File: src/nsl_consts.svh
// Register offsets, field positions, reset values and timing counts of the status indicator driver.
`ifndef NSL_CONSTS_SVH
`define NSL_CONSTS_SVH

`define NSL_ADDR_W          8
`define NSL_CFG_OFFSET      8'h00
`define NSL_SRC_OFFSET      8'h04

`define NSL_NUM_SRC         7
`define NSL_CFG_RESET       16'h0084
`define NSL_CFG_WMASK       16'h60FF

`define NSL_BIT_COMBINED    15
`define NSL_BIT_POLARITY    14
`define NSL_BIT_DISABLE     13
`define NSL_BIT_STRETCH     7
`define NSL_BIT_LINK        6
`define NSL_BIT_MATCHED_RX  5
`define NSL_BIT_TRANSMIT    4
`define NSL_BIT_REV_POL     3
`define NSL_BIT_RECEIVE     2
`define NSL_BIT_JABBER      1
`define NSL_BIT_COLLISION   0

`define NSL_STAT_LINK       7
`define NSL_STAT_ACTIVE     8
`define NSL_STAT_PIN        9
`define NSL_STAT_SQE        10
`define NSL_STAT_STATE_LO   11
`define NSL_STAT_STATE_HI   12

`define NSL_CLK_PERIOD_NS   5
`define NSL_SQE_WINDOW_NS   4000
`define NSL_SQE_CYC         (`NSL_SQE_WINDOW_NS / `NSL_CLK_PERIOD_NS)
`define NSL_STRETCH_MS      50
`define NSL_CYC_PER_MS      (1000000 / `NSL_CLK_PERIOD_NS)
`define NSL_STRETCH_CYC     (`NSL_STRETCH_MS * `NSL_CYC_PER_MS)

`endif

File: src/nsl_pkg.sv
// Types shared by the status indicator driver modules.
package nsl_pkg;

  typedef enum logic [1:0] {
    NSL_ST_IDLE = 2'b01,
    NSL_ST_HOLD = 2'b10
  } nsl_stretch_state_type;

endpackage : nsl_pkg

File: src/nsl_stretch.sv
// Pulse stretcher that holds the indicator active after each rising occurrence.
`timescale 1ns/10ps
`default_nettype none
`include "nsl_consts.svh"

module nsl_stretch #(
  parameter int unsigned CNT_W   = 24,
  parameter int unsigned HOLD_CYC = `NSL_STRETCH_CYC
) (
  input  wire logic                          clk_i,    // Controller clock.
  input  wire logic                          rst_i,    // Synchronous reset, active high.
  input  wire logic                          enable_i, // Stretching enabled.
  input  wire logic                          level_i,  // Unstretched combined state.
  output logic                               active_o, // Stretched state.
  output nsl_pkg::nsl_stretch_state_type     state_o   // Current stretcher state.
);
  import nsl_pkg::*;

  localparam logic [CNT_W-1:0] HOLD_LOAD = CNT_W'(HOLD_CYC);

  logic                  level_q;
  logic [CNT_W-1:0]      cnt_q;
  logic [CNT_W-1:0]      cnt_d;
  nsl_stretch_state_type state_q;
  nsl_stretch_state_type state_d;
  wire                   rise_w = level_i & ~level_q;

  // Every new rising occurrence reloads the timer, so bursts keep the indicator lit.
  always_comb begin
    state_d = state_q;
    cnt_d   = cnt_q;
    case (state_q)
      NSL_ST_IDLE: begin
        if (enable_i && rise_w) begin
          cnt_d   = HOLD_LOAD;
          state_d = NSL_ST_HOLD;
        end
      end
      NSL_ST_HOLD: begin
        if (!enable_i) begin
          cnt_d   = '0;
          state_d = NSL_ST_IDLE;
        end else if (rise_w) begin
          cnt_d = HOLD_LOAD;
        end else if (cnt_q <= CNT_W'(1)) begin
          cnt_d   = '0;
          state_d = NSL_ST_IDLE;
        end else begin
          cnt_d = cnt_q - CNT_W'(1);
        end
      end
      default: begin
        cnt_d   = '0;
        state_d = NSL_ST_IDLE;
      end
    endcase
  end

  always_ff @(posedge clk_i) begin
    if (rst_i) begin
      level_q <= 1'b0;
      cnt_q   <= '0;
      state_q <= NSL_ST_IDLE;
    end else begin
      level_q <= level_i;
      cnt_q   <= cnt_d;
      state_q <= state_d;
    end
  end

  assign active_o = level_i | (enable_i & (state_q == NSL_ST_HOLD));
  assign state_o  = state_q;

endmodule : nsl_stretch
`default_nettype wire

File: src/nsl_led_driver.sv
// Status indicator one driver: source selection, stretching, pin drive and Wishbone registers.
`timescale 1ns/10ps
`default_nettype none
`include "nsl_consts.svh"

module nsl_led_driver #(
  parameter int unsigned STRETCH_CYC = `NSL_STRETCH_CYC,
  parameter int unsigned STRETCH_W   = 24,
  parameter int unsigned SQE_CYC     = `NSL_SQE_CYC,
  parameter int unsigned SQE_W       = 10
) (
  input  wire logic                       clk_i,                  // Controller clock, 200 MHz.
  input  wire logic                       rst_i,                  // Hardware reset, synchronous, active high.
  // Wishbone classic slave.
  input  wire logic                       cyc_i,                  // Bus cycle.
  input  wire logic                       stb_i,                  // Strobe.
  input  wire logic                       we_i,                   // Write enable.
  input  wire logic [`NSL_ADDR_W-1:0]     adr_i,                  // Byte address.
  input  wire logic [3:0]                 sel_i,                  // Byte selects.
  input  wire logic [31:0]                dat_i,                  // Write data.
  output logic      [31:0]                dat_o,                  // Read data.
  output logic                            ack_o,                  // Acknowledge.
  // Network activity sources.
  input  wire logic                       link_pass_status_i,     // Twisted-pair link is pass.
  input  wire logic                       matched_receive_i,      // Address-matched receive activity.
  input  wire logic                       transmit_active_i,      // Own transmit activity.
  input  wire logic                       reversed_polarity_i,    // Receive pair reversed.
  input  wire logic                       receive_active_i,       // Any receive activity.
  input  wire logic                       jabber_i,               // Own jabber condition.
  input  wire logic                       collision_i,            // Collision activity.
  input  wire logic                       aui_selected_i,         // AUI port selected.
  input  wire logic                       transmit_done_i,        // Transmit completion pulse.
  // Open-drain or totem-pole indicator pin.
  input  wire logic                       led_pin_i,              // Pin level as seen on the wire.
  output logic                            led_pin_o,              // Pin output value.
  output logic                            led_pin_oe_n_o          // Pin output enable, low drives.
);
  import nsl_pkg::*;

  localparam logic [SQE_W-1:0] SQE_LOAD = SQE_W'(SQE_CYC);

  // Configuration and bus state.
  logic [15:0]            cfg_q;
  logic                   ack_q;
  logic [31:0]            dat_q;
  logic                   pin_q;
  logic                   oe_n_q;
  logic [SQE_W-1:0]       sqe_cnt_q;
  logic [SQE_W-1:0]       sqe_cnt_d;

  // Source conditioning and combination.
  logic [`NSL_NUM_SRC-1:0] src_w;
  logic [`NSL_NUM_SRC-1:0] gated_w;
  logic                    combined_w;
  logic                    active_w;
  logic                    sqe_window_w;
  nsl_stretch_state_type   st_state_w;

  // Collision masking window after transmit completion on the AUI port.
  assign sqe_window_w = (sqe_cnt_q != '0);

  always_comb begin
    sqe_cnt_d = sqe_cnt_q;
    if (transmit_done_i && aui_selected_i) begin
      sqe_cnt_d = SQE_LOAD;
    end else if (sqe_window_w) begin
      sqe_cnt_d = sqe_cnt_q - SQE_W'(1);
    end
  end

  always_ff @(posedge clk_i) begin
    if (rst_i) begin
      sqe_cnt_q <= '0;
    end else begin
      sqe_cnt_q <= sqe_cnt_d;
    end
  end

  // Conditioned sources in register bit order.
  assign src_w[`NSL_BIT_LINK]       = link_pass_status_i;
  assign src_w[`NSL_BIT_MATCHED_RX] = matched_receive_i;
  assign src_w[`NSL_BIT_TRANSMIT]   = transmit_active_i;
  assign src_w[`NSL_BIT_REV_POL]    = reversed_polarity_i & link_pass_status_i;
  assign src_w[`NSL_BIT_RECEIVE]    = receive_active_i;
  assign src_w[`NSL_BIT_JABBER]     = jabber_i;
  assign src_w[`NSL_BIT_COLLISION]  = collision_i & ~(aui_selected_i & sqe_window_w);

  // Each source passes only when its enable bit is set.
  genvar g;
  generate
    for (g = 0; g < `NSL_NUM_SRC; g++) begin : g_src
      assign gated_w[g] = src_w[g] & cfg_q[g];
    end
  endgenerate

  // The combined state depends on the low enable field only, never on polarity.
  assign combined_w = |gated_w;

  nsl_stretch #(
    .CNT_W    (STRETCH_W),
    .HOLD_CYC (STRETCH_CYC)
  ) u_stretch (
    .clk_i    (clk_i),
    .rst_i    (rst_i),
    .enable_i (cfg_q[`NSL_BIT_STRETCH]),
    .level_i  (combined_w),
    .active_o (active_w),
    .state_o  (st_state_w)
  );

  // Pin drive: open drain when polarity is zero, totem pole when one.
  wire pin_drive_w    = ~cfg_q[`NSL_BIT_DISABLE] & (cfg_q[`NSL_BIT_POLARITY] | active_w);
  wire pin_value_w    = cfg_q[`NSL_BIT_POLARITY] & active_w;

  always_ff @(posedge clk_i) begin
    if (rst_i) begin
      pin_q  <= 1'b0;
      oe_n_q <= 1'b1;
    end else begin
      pin_q  <= pin_value_w;
      oe_n_q <= ~pin_drive_w;
    end
  end

  assign led_pin_o      = pin_q;
  assign led_pin_oe_n_o = oe_n_q;

  // Wishbone decode.
  wire req_w      = cyc_i & stb_i;
  wire hit_cfg_w  = (adr_i[`NSL_ADDR_W-1:2] == (`NSL_ADDR_W-2)'(`NSL_CFG_OFFSET >> 2));
  wire hit_src_w  = (adr_i[`NSL_ADDR_W-1:2] == (`NSL_ADDR_W-2)'(`NSL_SRC_OFFSET >> 2));
  wire wr_cfg_w   = req_w & ack_q & we_i & hit_cfg_w;

  // Byte lane mask limited to the writable configuration bits.
  wire [15:0] lane_mask_w = {{8{sel_i[1]}}, {8{sel_i[0]}}} & `NSL_CFG_WMASK;

  // Configuration read: bit 15 is live and polarity never inverts it.
  wire [15:0] cfg_masked_w = cfg_q & `NSL_CFG_WMASK;
  wire [31:0] cfg_rd_w = {16'h0000, combined_w, cfg_masked_w[14:0]};

  // Source status read: conditioned sources, link, stretched state, pin and window.
  wire [31:0] src_rd_w = {19'h00000,
                          st_state_w,
                          sqe_window_w,
                          led_pin_i,
                          active_w,
                          link_pass_status_i,
                          src_w};

  wire [31:0] rd_mux_w = hit_cfg_w ? cfg_rd_w : (hit_src_w ? src_rd_w : 32'h0000_0000);

  // Ack rises one cycle after the request and drops the cycle after.
  always_ff @(posedge clk_i) begin
    if (rst_i) begin
      ack_q <= 1'b0;
      dat_q <= 32'h0000_0000;
    end else begin
      ack_q <= req_w & ~ack_q;
      if (req_w && !ack_q && !we_i) begin
        dat_q <= rd_mux_w;
      end
    end
  end

  // Only the hardware reset loads defaults; apart from it only configuration writes touch this register.
  always_ff @(posedge clk_i) begin
    if (rst_i) begin
      cfg_q <= `NSL_CFG_RESET;
    end else if (wr_cfg_w) begin
      cfg_q <= (cfg_q & ~lane_mask_w) | (dat_i[15:0] & lane_mask_w);
    end
  end

  // Reserved and read-only bits are dropped by the write mask and never stored.

  assign ack_o = ack_q;
  assign dat_o = dat_q;

endmodule : nsl_led_driver
`default_nettype wire

File: config.mk
export PLATFORM = sky130hd
export DESIGN_NAME = nsl_led_driver
export DESIGN_NICKNAME = d
export VERILOG_FILES = /design/src/nsl_pkg.sv /design/src/nsl_stretch.sv /design/src/nsl_led_driver.sv
export VERILOG_INCLUDE_DIRS = /design/src
export SDC_FILE = /design/constraint.sdc
export NUM_CORES = 1
export LEC_CHECK = 0
export BUFFER_PORTS_ARGS = -buffer_cell sky130_fd_sc_hd__buf_2
export CORE_MARGIN = 3
export CORE_UTILIZATION = 55
export CTS_CLUSTER_SIZE = 16
export DETAILED_ROUTE_END_ITERATION = 7
export MAX_ROUTING_LAYER = met4
export PLACE_DENSITY = 0.83
export SLEW_MARGIN = 25
export SYNTH_ARGS = -nofsm -noshare
export SYNTH_HDL_FRONTEND = slang
export SYNTH_SLANG_ARGS = --single-unit
File: constraint.sdc
create_clock -name clk_i -period 3.8 [get_ports clk_i]
set_input_delay 0.38 -clock clk_i [delete_from_list [all_inputs] [get_ports clk_i]]
set_output_delay 0.38 -clock clk_i [all_outputs]
set_load 0.005 [all_outputs]
# --- Word-level counts from Yosys, hierarchy flattened ---
# Index checks and enable logic that the tools add are counted.
totals:
  output_inout_bits: 35
  in_bits: 59
  ff_bits: 88
op_classes:
  n_reduce_logical: 12
  n_addsub: 2
  magnitude_cmp: 1
  eq_ne: 6
  mux: 14
  n_bitwise: 30
ops:
  columns: ["cell", "n"]
  rows:
  - ["24-bit 2-to-1 mux", 4]
  - ["24-bit one-hot mux with 2 select lines", 1]
  - ["24-bit by 1-bit <= comparator with 1-bit output, second input constant", 1]
  - ["24-bit by 1-bit subtractor with 24-bit output, second input constant", 1]
  - ["10-bit 2-to-1 mux", 2]
  - ["1-bit AND", 19]
  - ["16-bit by 15-bit AND with 16-bit output", 1]
  - ["16-bit AND", 1]
  - ["16-bit 2-to-1 mux", 1]
  - ["15-bit inverter with 16-bit output", 1]
  - ["16-bit bitwise OR", 1]
  - ["13-bit 2-to-1 mux", 1]
  - ["10-bit nonzero test", 1]
  - ["10-bit by 1-bit subtractor with 10-bit output, second input constant", 1]
  - ["2-bit 2-to-1 mux", 4]
  - ["7-bit OR reduction", 1]
  - ["6-bit by 1-bit == test with 1-bit output, second input constant", 1]
  - ["6-bit zero test", 1]
  - ["1-bit inverter", 5]
  - ["1-bit logical AND", 4]
  - ["2-bit one-hot mux with 2 select lines", 1]
  - ["3-bit by 2-bit inequality test with 1-bit output, second input constant", 1]
  - ["3-bit inequality test, second input constant", 1]
  - ["3-bit AND reduction", 1]
  - ["other kinds (7)", 9]

# --- Logic depth before layout (Yosys ltp) ---
# Gate-level depths: netlist of run 1.
depth:
  ltp_word: 10
  mapped_depth: 10

# --- By module ---
# Synthesis of run 1 repeated with hierarchy kept, for this count alone.
hier_totals:
  hier_cells: 388
  area_unflattened_um2: 3348.2
modules_own_cells:
  columns: ["module", "area_per_inst_um2", "seq_area_each_um2", "n_inst", "cells_per_inst"]
  rows:
  - ["nsl_led_driver", 1800.5, 780.7, 1, 197]
  - ["nsl_stretch", 1547.7, 540.5, 1, 191]

# --- Worst setup path before layout of run 1 ---
# No wires, ideal clock.
synth_timing:
  kind: "reg-to-reg"
  start: "reg sqe_cnt_q[0]"
  end: "reg u_stretch.cnt_q[22]"
  n_path_buf: 2
  period_less_slack_ps: 2510
  setup_slack_ps: 1290
  path_stages_with_launch: 11
  arrival_time_ps: 2389
  t_required_ps: 3679
  cell_sequence: "dfxtp_1 inv_1 ha_1 or3b_1 clkbuf_1 or4_4 a31oi_1 buf_2 nor3_1 o21ai_0 o21ai_1"
synth_between:
  elab_chain_cells: 10
  word_cells_on_any_way: 12
  cone_classes: "1 x eq/ne; 3 x mux; 5 x bitwise; 3 x reduce/logical"
synth_lines:
  columns: ["item", "line", "rtl"]
  rows:
  - ["start, declared", "nsl_led_driver.sv:48", "logic [SQE_W-1:0] sqe_cnt_q;"]
  - ["start signal, assigned", "nsl_led_driver.sv:75", "sqe_cnt_q <= sqe_cnt_d;"]
  - ["10-bit nonzero test *", "nsl_led_driver.sv:60", "assign sqe_window_w = (sqe_cnt_q != '0);"]
  - ["1-bit AND *", "nsl_led_driver.sv:86", "assign src_w[`NSL_BIT_COLLISION] = collision_i & ~(aui_selected_i & sqe_window_w);"]
  - ["1-bit inverter *", "nsl_led_driver.sv:86", null]
  - ["1-bit AND *", "nsl_led_driver.sv:86", null]
  - ["1-bit AND *", "nsl_led_driver.sv:92", "assign gated_w[g] = src_w[g] & cfg_q[g];"]
  - ["7-bit OR reduction *", "nsl_led_driver.sv:97", "assign combined_w = |gated_w;"]
  - ["1-bit AND *", "nsl_stretch.sv:26", "wire rise_w = level_i & ~level_q;"]
  - ["24-bit 2-to-1 mux", "nsl_stretch.sv:43", "end else if (rise_w) begin"]
  - ["24-bit 2-to-1 mux", "nsl_stretch.sv:40", "if (!enable_i) begin"]
  - ["24-bit one-hot mux with 2 select lines", "nsl_stretch.sv:32", "case (state_q)"]
  - ["end signal, assigned", "nsl_stretch.sv:66", "cnt_q <= cnt_d;"]
  - ["end, declared", "nsl_stretch.sv:22", "logic [CNT_W-1:0] cnt_q;"]
# Mark *: on every way between the ends. The rest lies on a longest branch, timed or not.
# A chain may end at the register's enable or synchronous reset.

# --- Worst setup path in the final report of run 1 ---
layout_timing:
  start: "reg sqe_cnt_q[0]"
  end: "reg u_stretch.cnt_q[23]"
# Same word-level chain as after synthesis.

==> run_results.csv, run 1 <==
group,metric,value,unit
detailed_routing,wire_per_inst,15.3,um
finish,layout-drive-gt1-share,19.2,%
setup_path,worstSetupEndpointType,"register",
synthesis,syn_area,3370,sq um
setup_path,r2r_slack,0.91,ns
clocking,cts_sinks,66,
pwr,powerDensity,600,nW/um^2
synthesis,yosys-top-cells-area,"dfxtp_1 (39%), nand2_1 (5.2%), nor2_1 (4.5%)",
finish,area_delta_synth_final,12.3,%
timing,setup_viol,0,
pwr,vdd_drop_max,0.287,mV
timing,max_slew_margin,43.3,%
clocking,cts-root-buf,"clkbuf_8",
global_route,track_usage,23.8,%
clocking,clkLatencyLatePin,0.34,ns
floorplanning,die_x,84.3,um
synthesis,netlist.area_leader.share,39.2,%
finish,final_util,66.3,%
global_route,grt_max_degree,41,
pwr,cellLeakagePower,1.63,nW
clocking,ctsHoldBuffers,0,
synthesis,ys_types,53,
synthesis,ys_seq_elements,66,
pwr,total_power,2.27,mW
clocking,cts_tree,"yes",
clocking,cts_max_level,3,
outcome,outcome,"complete, no violations",
setup_path,cp_max_fo,9,
synthesis,synthFlopType,"dfxtp_1",
clocking,cts_buffers,9,
setup_path,critical_path.max_stage_delay,0.67,ns
floorplanning,die-area,7100,sq um
global_route,grt_overflow_total,0,
timing,rsz0062_at_grt,"no",
detailed_routing,drt-total-wl,8120,um
finish,multi_input_area,1850,sq um
timing,period_share,76.0,%
detailed_routing,vias,3125,
synthesis,syn_inst,405,
timing,fin_worst_skew,0.0105,ns
floorplanning,start_util,59.0,%
min_path,hold_class,"in2reg",
global_route,grt_pass1_wl,13500,um
clocking,cts.reportedPaths.clkPinSlew,0.07,ns
finish,register_area,1320,sq um
floorplanning,num_rows,27,
setup_path,path_class,"reg2reg",
timing,fin_crit,2.89,ns
floorplanning,fp.coreArea,5710,sq um
setup_path,worstPathArrival,3.16,ns
finish,final_cell_mix,"dfxtp_1 (66), buf_2 (51), nand2_1 (47)",
global_route,grt_antenna_before_repair,0,
synthesis,ys_warn_count,0,
timing,finalHoldViolCount,0,
synthesis,synth_edf_count,0,
finish,antennaDiodeCount,0,
detailed_routing,remaining_drc_errors,0,
placement,io_buffers,51,
placement,hpwl,5590,um
synthesis,ys_seq_area_share,39.2,%
timing,fmax,346,MHz
setup_path,cpMaxStageDelayCell,"nor4_1",
clocking,ctsResizeCount,0,
detailed_routing,first_pass_iters,5,
floorplanning,die_h,84.3,um
floorplanning,num_io_pins,94,
timing,slew_viol_final,0,
setup_path,worstPathRequired,4.07,ns
detailed_routing,antenna_left,0,
detailed_routing,drtIter0Drc,232,
timing,finalSetupTns,0,ns
placement,gp_congestion,0.945,
finish,nets,517,
global_route,grt_pass1_vias,2894,
detailed_routing,vias_per_cell,5.90,
clocking,post_cts_buffers,0,
synthesis,synth_top_area_cell,"dfxtp_1",
synthesis,syn-mean-instance-area,8.32,sq um
timing,tightest_slew,0.844,ns
flow_run,cap_violations,0,
synthesis,async_reset_ff_share,0,%
finish,fillCellCount,459,
clocking,cts.path.max_buffers,2,
setup_path,startpoint_type,"register",
setup_path,crit_chain,"inv_1, ha_1, or3b_1, or4_4, a31o_2, nor4_1, a221o_1",
finish,mostFrequentLayoutCell,"dfxtp_1",
## worst paths after layout
check / startpoint / to / depth (start not counted)
setup / recovery: sqe_cnt_q[0] / u_stretch.cnt_q[23] / 7
hold / removal: dat_i[7] / register / 3
setup reg to reg: sqe_cnt_q[0] / u_stretch.cnt_q[23] / 7
hold reg to reg: dat_o[13] / dat_o[13] / 2
## per-stage QoR
step	area, sq um	worst slack, ns	std cells	hold slack, ns
after floorplan	3430	1.29	420	0.440
after global placement	3590	1.10	514	0.437
after detailed placement	3590	1.01	514	0.440
after CTS	3780	0.962	530	0.260
after global routing	3780	0.805	530	0.261
final	3780	0.911	530	0.261
## worst max-delay path, delay by kind of cell (launching register included)
kind / cells / cell delay, ns
adder cells (fa/ha/maj): 1 / 0.18
buffers and inverters: 1 / 0.09
AND/OR/NAND/NOR: 3 / 1.73
flip-flops: 1 / 0.31
AO/OA/AOI/OAI: 2 / 0.53
## layout make-up
type | count | area share, %
Timing Repair Buffer | 55 | 7.54
Clock inverter | 4 | 0.662
Clock buffer | 12 | 4.37
Tap cell | 72 | 2.38
Multi-Input combinational cell | 310 | 49.0
Sequential cell | 66 | 34.9
Inverter | 11 | 1.09
## cell families (layout without fill, tap and decap cells)
group / Yosys count / after routing / synth area share [%]
AND/OR/NAND/NOR: 175 / 175 / 26.2
adder cells (fa/ha/maj): 5 / 5 / 1.86
XOR/XNOR: 11 / 11 / 2.86
other: 1 / 16 / 0.111
AO/OA/AOI/OAI: 89 / 89 / 18.0
flip-flops: 66 / 66 / 39.2
multiplexers: 14 / 14 / 4.34
buffers and inverters: 44 / 82 / 7.43
## metal layers
layer  track usage [%]  routed length (um)
met1              29.2                3520
met3              6.08                 681
met5                 -                   0
met4              7.02                 102
met2              38.5                3820
## report_power, final
part | leakage, nW | switching, mW | total, mW | internal (mW)
Clock | 0.0944 | 0.270 | 0.558 | 0.288
Sequential | 0.536 | 0.0858 | 0.860 | 0.774
Combinational | 1.00 | 0.504 | 0.853 | 0.348
## Yosys cell counts (all sizes together) (2+ instances only)
library cell / n
ha: 5
xor2: 4
a21oi: 18
o21ai: 22
nor3: 25
nand2: 47
mux2: 5
nor2: 41
nand3: 18
a211oi: 3
inv: 11
a22o: 4
xnor2: 7
or4: 10
nand4: 3
a21o: 2
nand3b: 3
o21a: 3
nor4: 12
a221o: 3
mux2i: 9
a22oi: 8
nand2b: 2
nor4b: 2
or3: 3
dfxtp: 66
o211ai: 2
a31oi: 9
and2: 5
o31ai: 7
buf: 21
clkbuf: 12
Power figures use the tool's default switching activity.
==> run 2: changes to the inputs <==
- ABC_AREA: default -> 1
- CORE_UTILIZATION: 55 -> 54
- PLACE_DENSITY: 0.83 -> 0.81
- clock period: 3.8 -> 2.8 ns (I/O delays scaled with it)
==> run 2 against run 1 <==
  * Die area grew 14%
  * Highest routed layer unchanged
  * Critical endpoint is now u_stretch.state_o[0]
  * Critical path depth grew 5
  * Largest cell class unchanged
  * Total power grew 82%
==> run_results.csv, run 2 <==
group,metric,value,unit
synthesis,synth_edf_count,0,
global_route,grt_overflow_total,0,
timing,fin_worst_skew,0.0137,ns
timing,setup_viol,0,
finish,final_cell_mix,"nand2_1 (143), nor2_1 (87), dfxtp_1 (66)",
finish,mostFrequentLayoutCell,"nand2_1",
finish,fin_area,4220,sq um
detailed_routing,wire_per_inst,11.9,um
floorplanning,die_h,90.1,um
global_route,grt_pass1_vias,3480,
detailed_routing,vias,3605,
synthesis,yosys-top-cells-area,"dfxtp_1 (35%), nand2_1 (14%), nor2_1 (8.6%)",
timing,period_share,91.0,%
setup_path,cp_max_fo,13,
synthesis,yosys-top-cells-count,"nand2_1 (143), nor2_1 (87), dfxtp_1 (66), inv_1 (63), a21oi_1 (41)",
floorplanning,start_util,55.9,%
floorplanning,num_rows,30,
setup_path,worstPathArrival,2.76,ns
global_route,track_usage,22.5,%
detailed_routing,first_pass_iters,5,
setup_path,startpoint_type,"register",
timing,finalHoldViolCount,0,
clocking,cts_max_level,3,
floorplanning,fp.coreArea,6830,sq um
timing,fmax,393,MHz
synthesis,synthFlopType,"dfxtp_1",
outcome,outcome,"complete, no violations",
placement,gp_congestion,0.941,
finish,antennaDiodeCount,0,
setup_path,worstPathRequired,3.02,ns
clocking,cts_tree,"yes",
setup_path,startpoint,"u_stretch.cnt_q[0]",
placement,hpwl,6130,um
timing,finalSetupTns,0,ns
synthesis,synth_top_area_cell,"dfxtp_1",
clocking,clkLatencyLatePin,0.34,ns
clocking,ctsHoldBuffers,0,
pwr,vdd_drop_max,0.637,mV
pwr,cellLeakagePower,2.03,nW
pwr,total_power,4.13,mW
detailed_routing,vias_per_cell,5.06,
clocking,ctsResizeCount,0,
finish,multi_input_area,2080,sq um
synthesis,ys_seq_elements,66,
synthesis,ys_warn_count,0,
timing,slew_viol_final,0,
detailed_routing,antenna_left,0,
setup_path,path_class,"reg2reg",
synthesis,ys_seq_area_share,34.6,%
global_route,grt_antenna_before_repair,0,
clocking,cts-root-buf,"clkbuf_8",
clocking,cts_buffers,9,
min_path,min-delay-start,"dat_i[2]",
finish,layout-drive-gt1-share,15.4,%
synthesis,syn_inst,567,
timing,fin_crit,2.55,ns
synthesis,syn_area,3820,sq um
placement,io_buffers,51,
clocking,cts.reportedPaths.clkPinSlew,0.06,ns
min_path,hold_class,"in2reg",
detailed_routing,remaining_drc_errors,0,
finish,register_area,1320,sq um
finish,area_delta_synth_final,10.6,%
timing,max_slew_margin,36.1,%
detailed_routing,drt-total-wl,8480,um
finish,fillCellCount,666,
finish,final_util,61.8,%
timing,rsz0062_at_grt,"no",
synthesis,yosysMostFrequentCell,"nand2_1",
pwr,powerDensity,980,nW/um^2
clocking,cts_sinks,66,
placement,place_area,4050,sq um
setup_path,worstSetupEndpointType,"register",
clocking,post_cts_buffers,0,
setup_path,worstReg2RegStart,"u_stretch.cnt_q[0]",
synthesis,netlist.area_leader.share,34.6,%
detailed_routing,drtIter0Drc,257,
floorplanning,die_x,90.1,um
finish,nets,678,
synthesis,async_reset_ff_share,0,%
floorplanning,die-area,8110,sq um
timing,tightest_slew,0.953,ns
clocking,cts.path.max_buffers,2,
flow_run,cap_violations,0,
synthesis,ys_types,43,
synthesis,syn-mean-instance-area,6.73,sq um
global_route,grt_pass1_wl,15000,um
global_route,grt_max_degree,35,
floorplanning,num_io_pins,94,
run 2: final cells by class:
class                           count  share of cell area, %
Multi-Input combinational cell    416                   49.3
Timing Repair Buffer               53                   6.41
Clock inverter                      4                   1.07
Inverter                           68                   6.05
Sequential cell                    66                   31.3
Clock buffer                       10                   3.02
Tap cell                           96                   2.85
run 2: path summary, 6_finish.rpt:
| check | cells after the start | end | slack, ns |
|---|---|---|---|
| min | 3 | register | 0.15 |
| max reg2reg | 12 | u_stretch.state_o[0] | 0.25 |
| min reg2reg | 2 | dat_o[9] | 0.47 |
| max | 12 | u_stretch.state_o[0] | 0.25 |
run 2: logic make-up after synthesis:
group	count (synthesis)	share of synthesized area, %
and+or+nand+nor	306	36.9
buffers and inverters	100	12.4
AOI/OAI and AO/OA	73	10.7
DFF	66	34.6
xor gates and xnor gates	16	3.67
adders and majority gates	5	1.64
other	1	0.0983
run 2: per-layer routing:
metal	vias up	global-route usage, %	share of wire [%]
li1	1864	-	-
met1	1625	26.5	45
met2	93	37.5	48
met3	23	3.26	4.1
met4	0	11.0	2.8
met5	-	-	0
run 2: through the flow:
step                      hold WS, ns  worst slack, ns  cells
after floorplan                 0.393             1.05    582
after global placement          0.448            0.346    699
after detailed placement        0.456            0.257    699
after CTS                       0.140            0.254    713
after global routing            0.170           0.0357    713
final                           0.152            0.253    713
run 2: report_power, final:
part	total (mW)	internal, mW	switching, mW
Combinational	2.12	0.736	1.39
Sequential	1.27	1.10	0.163
Clock	0.742	0.397	0.345
Total	4.13	2.24	1.90
run 2: critical path, cell delays in order, from the launching register on:
cell	delay (ns)
dfxtp_1	0.34
inv_1	0.08
ha_1	0.25
nand2_1	0.16
nor2_4	0.10
o21ai_1	0.76
inv_1	0.26
nand2_1	0.13
nand2_1	0.09
nand2_1	0.12
nand2_1	0.05
nand2_1	0.05
nand2_1	0.05
==> run 3: changes to the inputs <==
- CORE_ASPECT_RATIO: default -> 2
==> run 3 against run 2 <==
  * Total power is 10% higher
  * Flip-flop and latch count unchanged
  * Sequential share of layout area decreased by 0.88 points
  * Via count increased by 4.3%
  * Clock power is 55% higher
==> run_results.csv, run 3 (synthesized netlist as in run 2, its figures left out) <==
group,metric,value,unit
timing,slew_viol_final,0,
flow_run,cap_violations,0,
pwr,combinationalPowerShare,47.1,%
floorplanning,die-area,8170,sq um
timing,setup_viol,0,
min_path,hold_class,"in2reg",
pwr,p_int,2.57,mW
setup_path,cp_max_fo,13,
setup_path,critical_path.max_stage_delay,0.79,ns
clocking,cts_max_level,3,
finish,mostFrequentLayoutCell,"nand2_1",
global_route,grt_antenna_before_repair,0,
detailed_routing,drtIter0Drc,219,
pwr,pwr-share-clk,25.1,%
floorplanning,die_x,65.4,um
detailed_routing,vias,3760,
detailed_routing,drt-total-wl,9650,um
clocking,cts_tree,"yes",
global_route,grt_pass1_wl,15700,um
timing,setup_ws,0.271,ns
finish,layout-drive-gt1-share,15.8,%
timing,whs,0.144,ns
clocking,cts.path.max_buffers,2,
outcome,outcome,"complete, no violations",
placement,hpwl,7020,um
placement,place_ws,0.312,ns
pwr,total_power,4.56,mW
placement,gp_congestion,0.912,
pwr,powerDensity,1050,nW/um^2
finish,antennaDiodeCount,0,
setup_path,worstSetupEndpointType,"register",
global_route,grt_overflow_total,0,
clocking,cts.reportedPaths.clkPinSlew,0.05,ns
clocking,ctsResizeCount,0,
pwr,vdd_drop_max,0.791,mV
setup_path,cp_num_buf_inv,2,
timing,max_slew_margin,33.4,%
clocking,cts-root-buf,"clkbuf_16",
floorplanning,die_h,125,um
global_route,track_usage,25.2,%
pwr,p_sw_share,43.6,%
timing,period_share,90.3,%
setup_path,worstPathRequired,3.02,ns
clocking,clkLatencyLatePin,0.34,ns
placement,dp_cells,691,
detailed_routing,remaining_drc_errors,0,
finish,fin_cells,707,
timing,tightest_slew,0.992,ns
timing,finalHoldViolCount,0,
setup_path,path_class,"reg2reg",
placement,place_area,4040,sq um
floorplanning,start_util,56.7,%
setup_path,cp_common_cell,"nand2_1",
setup_path,startpoint_type,"register",
detailed_routing,antenna_left,0,
timing,fin_worst_skew,0.00646,ns
clocking,post_cts_buffers,0,
pwr,cellLeakagePower,2.09,nW
setup_path,critPathTopFamily,"compound AO/OA/AOI/OAI gates",
pwr,p_seq_share,27.8,%
finish,area_delta_synth_final,13.8,%
finish,nets,678,
timing,fin_crit,2.53,ns
global_route,grt_max_degree,35,
timing,fmax,395,MHz
setup_path,cpMaxStageDelayCell,"o21ai_1",
timing,rsz0062_at_grt,"no",
detailed_routing,vias_per_cell,5.32,
global_route,grt_pass1_vias,3727,
pwr,p_sw,1.99,mW
clocking,cts_buffers,9,
clocking,cts_sinks,66,
detailed_routing,first_pass_iters,5,
floorplanning,num_io_pins,94,
finish,fillCellCount,638,
finish,final_cell_mix,"nand2_1 (143), nor2_1 (87), dfxtp_1 (66)",
floorplanning,num_rows,42,
finish,final_util,64.5,%
timing,finalSetupTns,0,ns
floorplanning,fp.coreArea,6730,sq um
clocking,ctsHoldBuffers,0,
detailed_routing,wire_per_inst,13.6,um
finish,fin_area,4340,sq um
setup_path,worstPathArrival,2.75,ns
placement,io_buffers,51,
setup_path,crit_chain,"inv_1, ha_1, nand2_1, nor2_4, o21ai_1, inv_1, nand2_1, nand2_1, nand2_1, nand2_1, nand2_1, nand2_1",
## run 3: layout make-up
cell class | instances | area, sq um | area share (%)
multi-input combinational | 416 | 2080 | 47.9
clock inverter | 5 | 52.6 | 1.21
sequential | 66 | 1320 | 30.4
timing repair buffer | 53 | 270 | 6.22
tap | 88 | 110 | 2.54
inverter | 68 | 255 | 5.88
clock buffer | 11 | 253 | 5.82
## run 3: tightest hold or removal path: cells and delay by family
kind	cells	cell delay, ns
buf+inv	1	0.08
simple gates	2	0.09
## run 3: layer usage
| metal | GRT usage, % | share of wire, % | vias up |
|---|---|---|---|
| li1 | - | - | 1862 |
| met1 | 20.9 | 33 | 1746 |
| met2 | 48.1 | 58 | 120 |
| met3 | 5.05 | 4.7 | 32 |
| met4 | 14.9 | 4.0 | 0 |
| met5 | - | 0 | - |
## run 3: power by group through the flow
| stage | Combinational (mW) | Sequential, mW | Clock, mW |
|---|---|---|---|
| after floorplan | 1.79 | 1.24 | 0 |
| after global placement | 2.05 | 1.27 | 0 |
| after detailed placement | 2.12 | 1.28 | 0 |
| after CTS | 2.14 | 1.27 | 1.15 |
| after global routing | 2.41 | 1.29 | 1.19 |
| final | 2.15 | 1.27 | 1.15 |
## run 3: worst paths after layout
kind                            from                   end  slack [ns]  cells after the start
setup reg to reg  u_stretch.cnt_q[0]  u_stretch.state_o[0]        0.27                     12
hold reg to reg             register              register        0.47                      2
hold / removal              dat_i[2]              register        0.14                      3
setup / recovery  u_stretch.cnt_q[0]  u_stretch.state_o[0]        0.27                     12
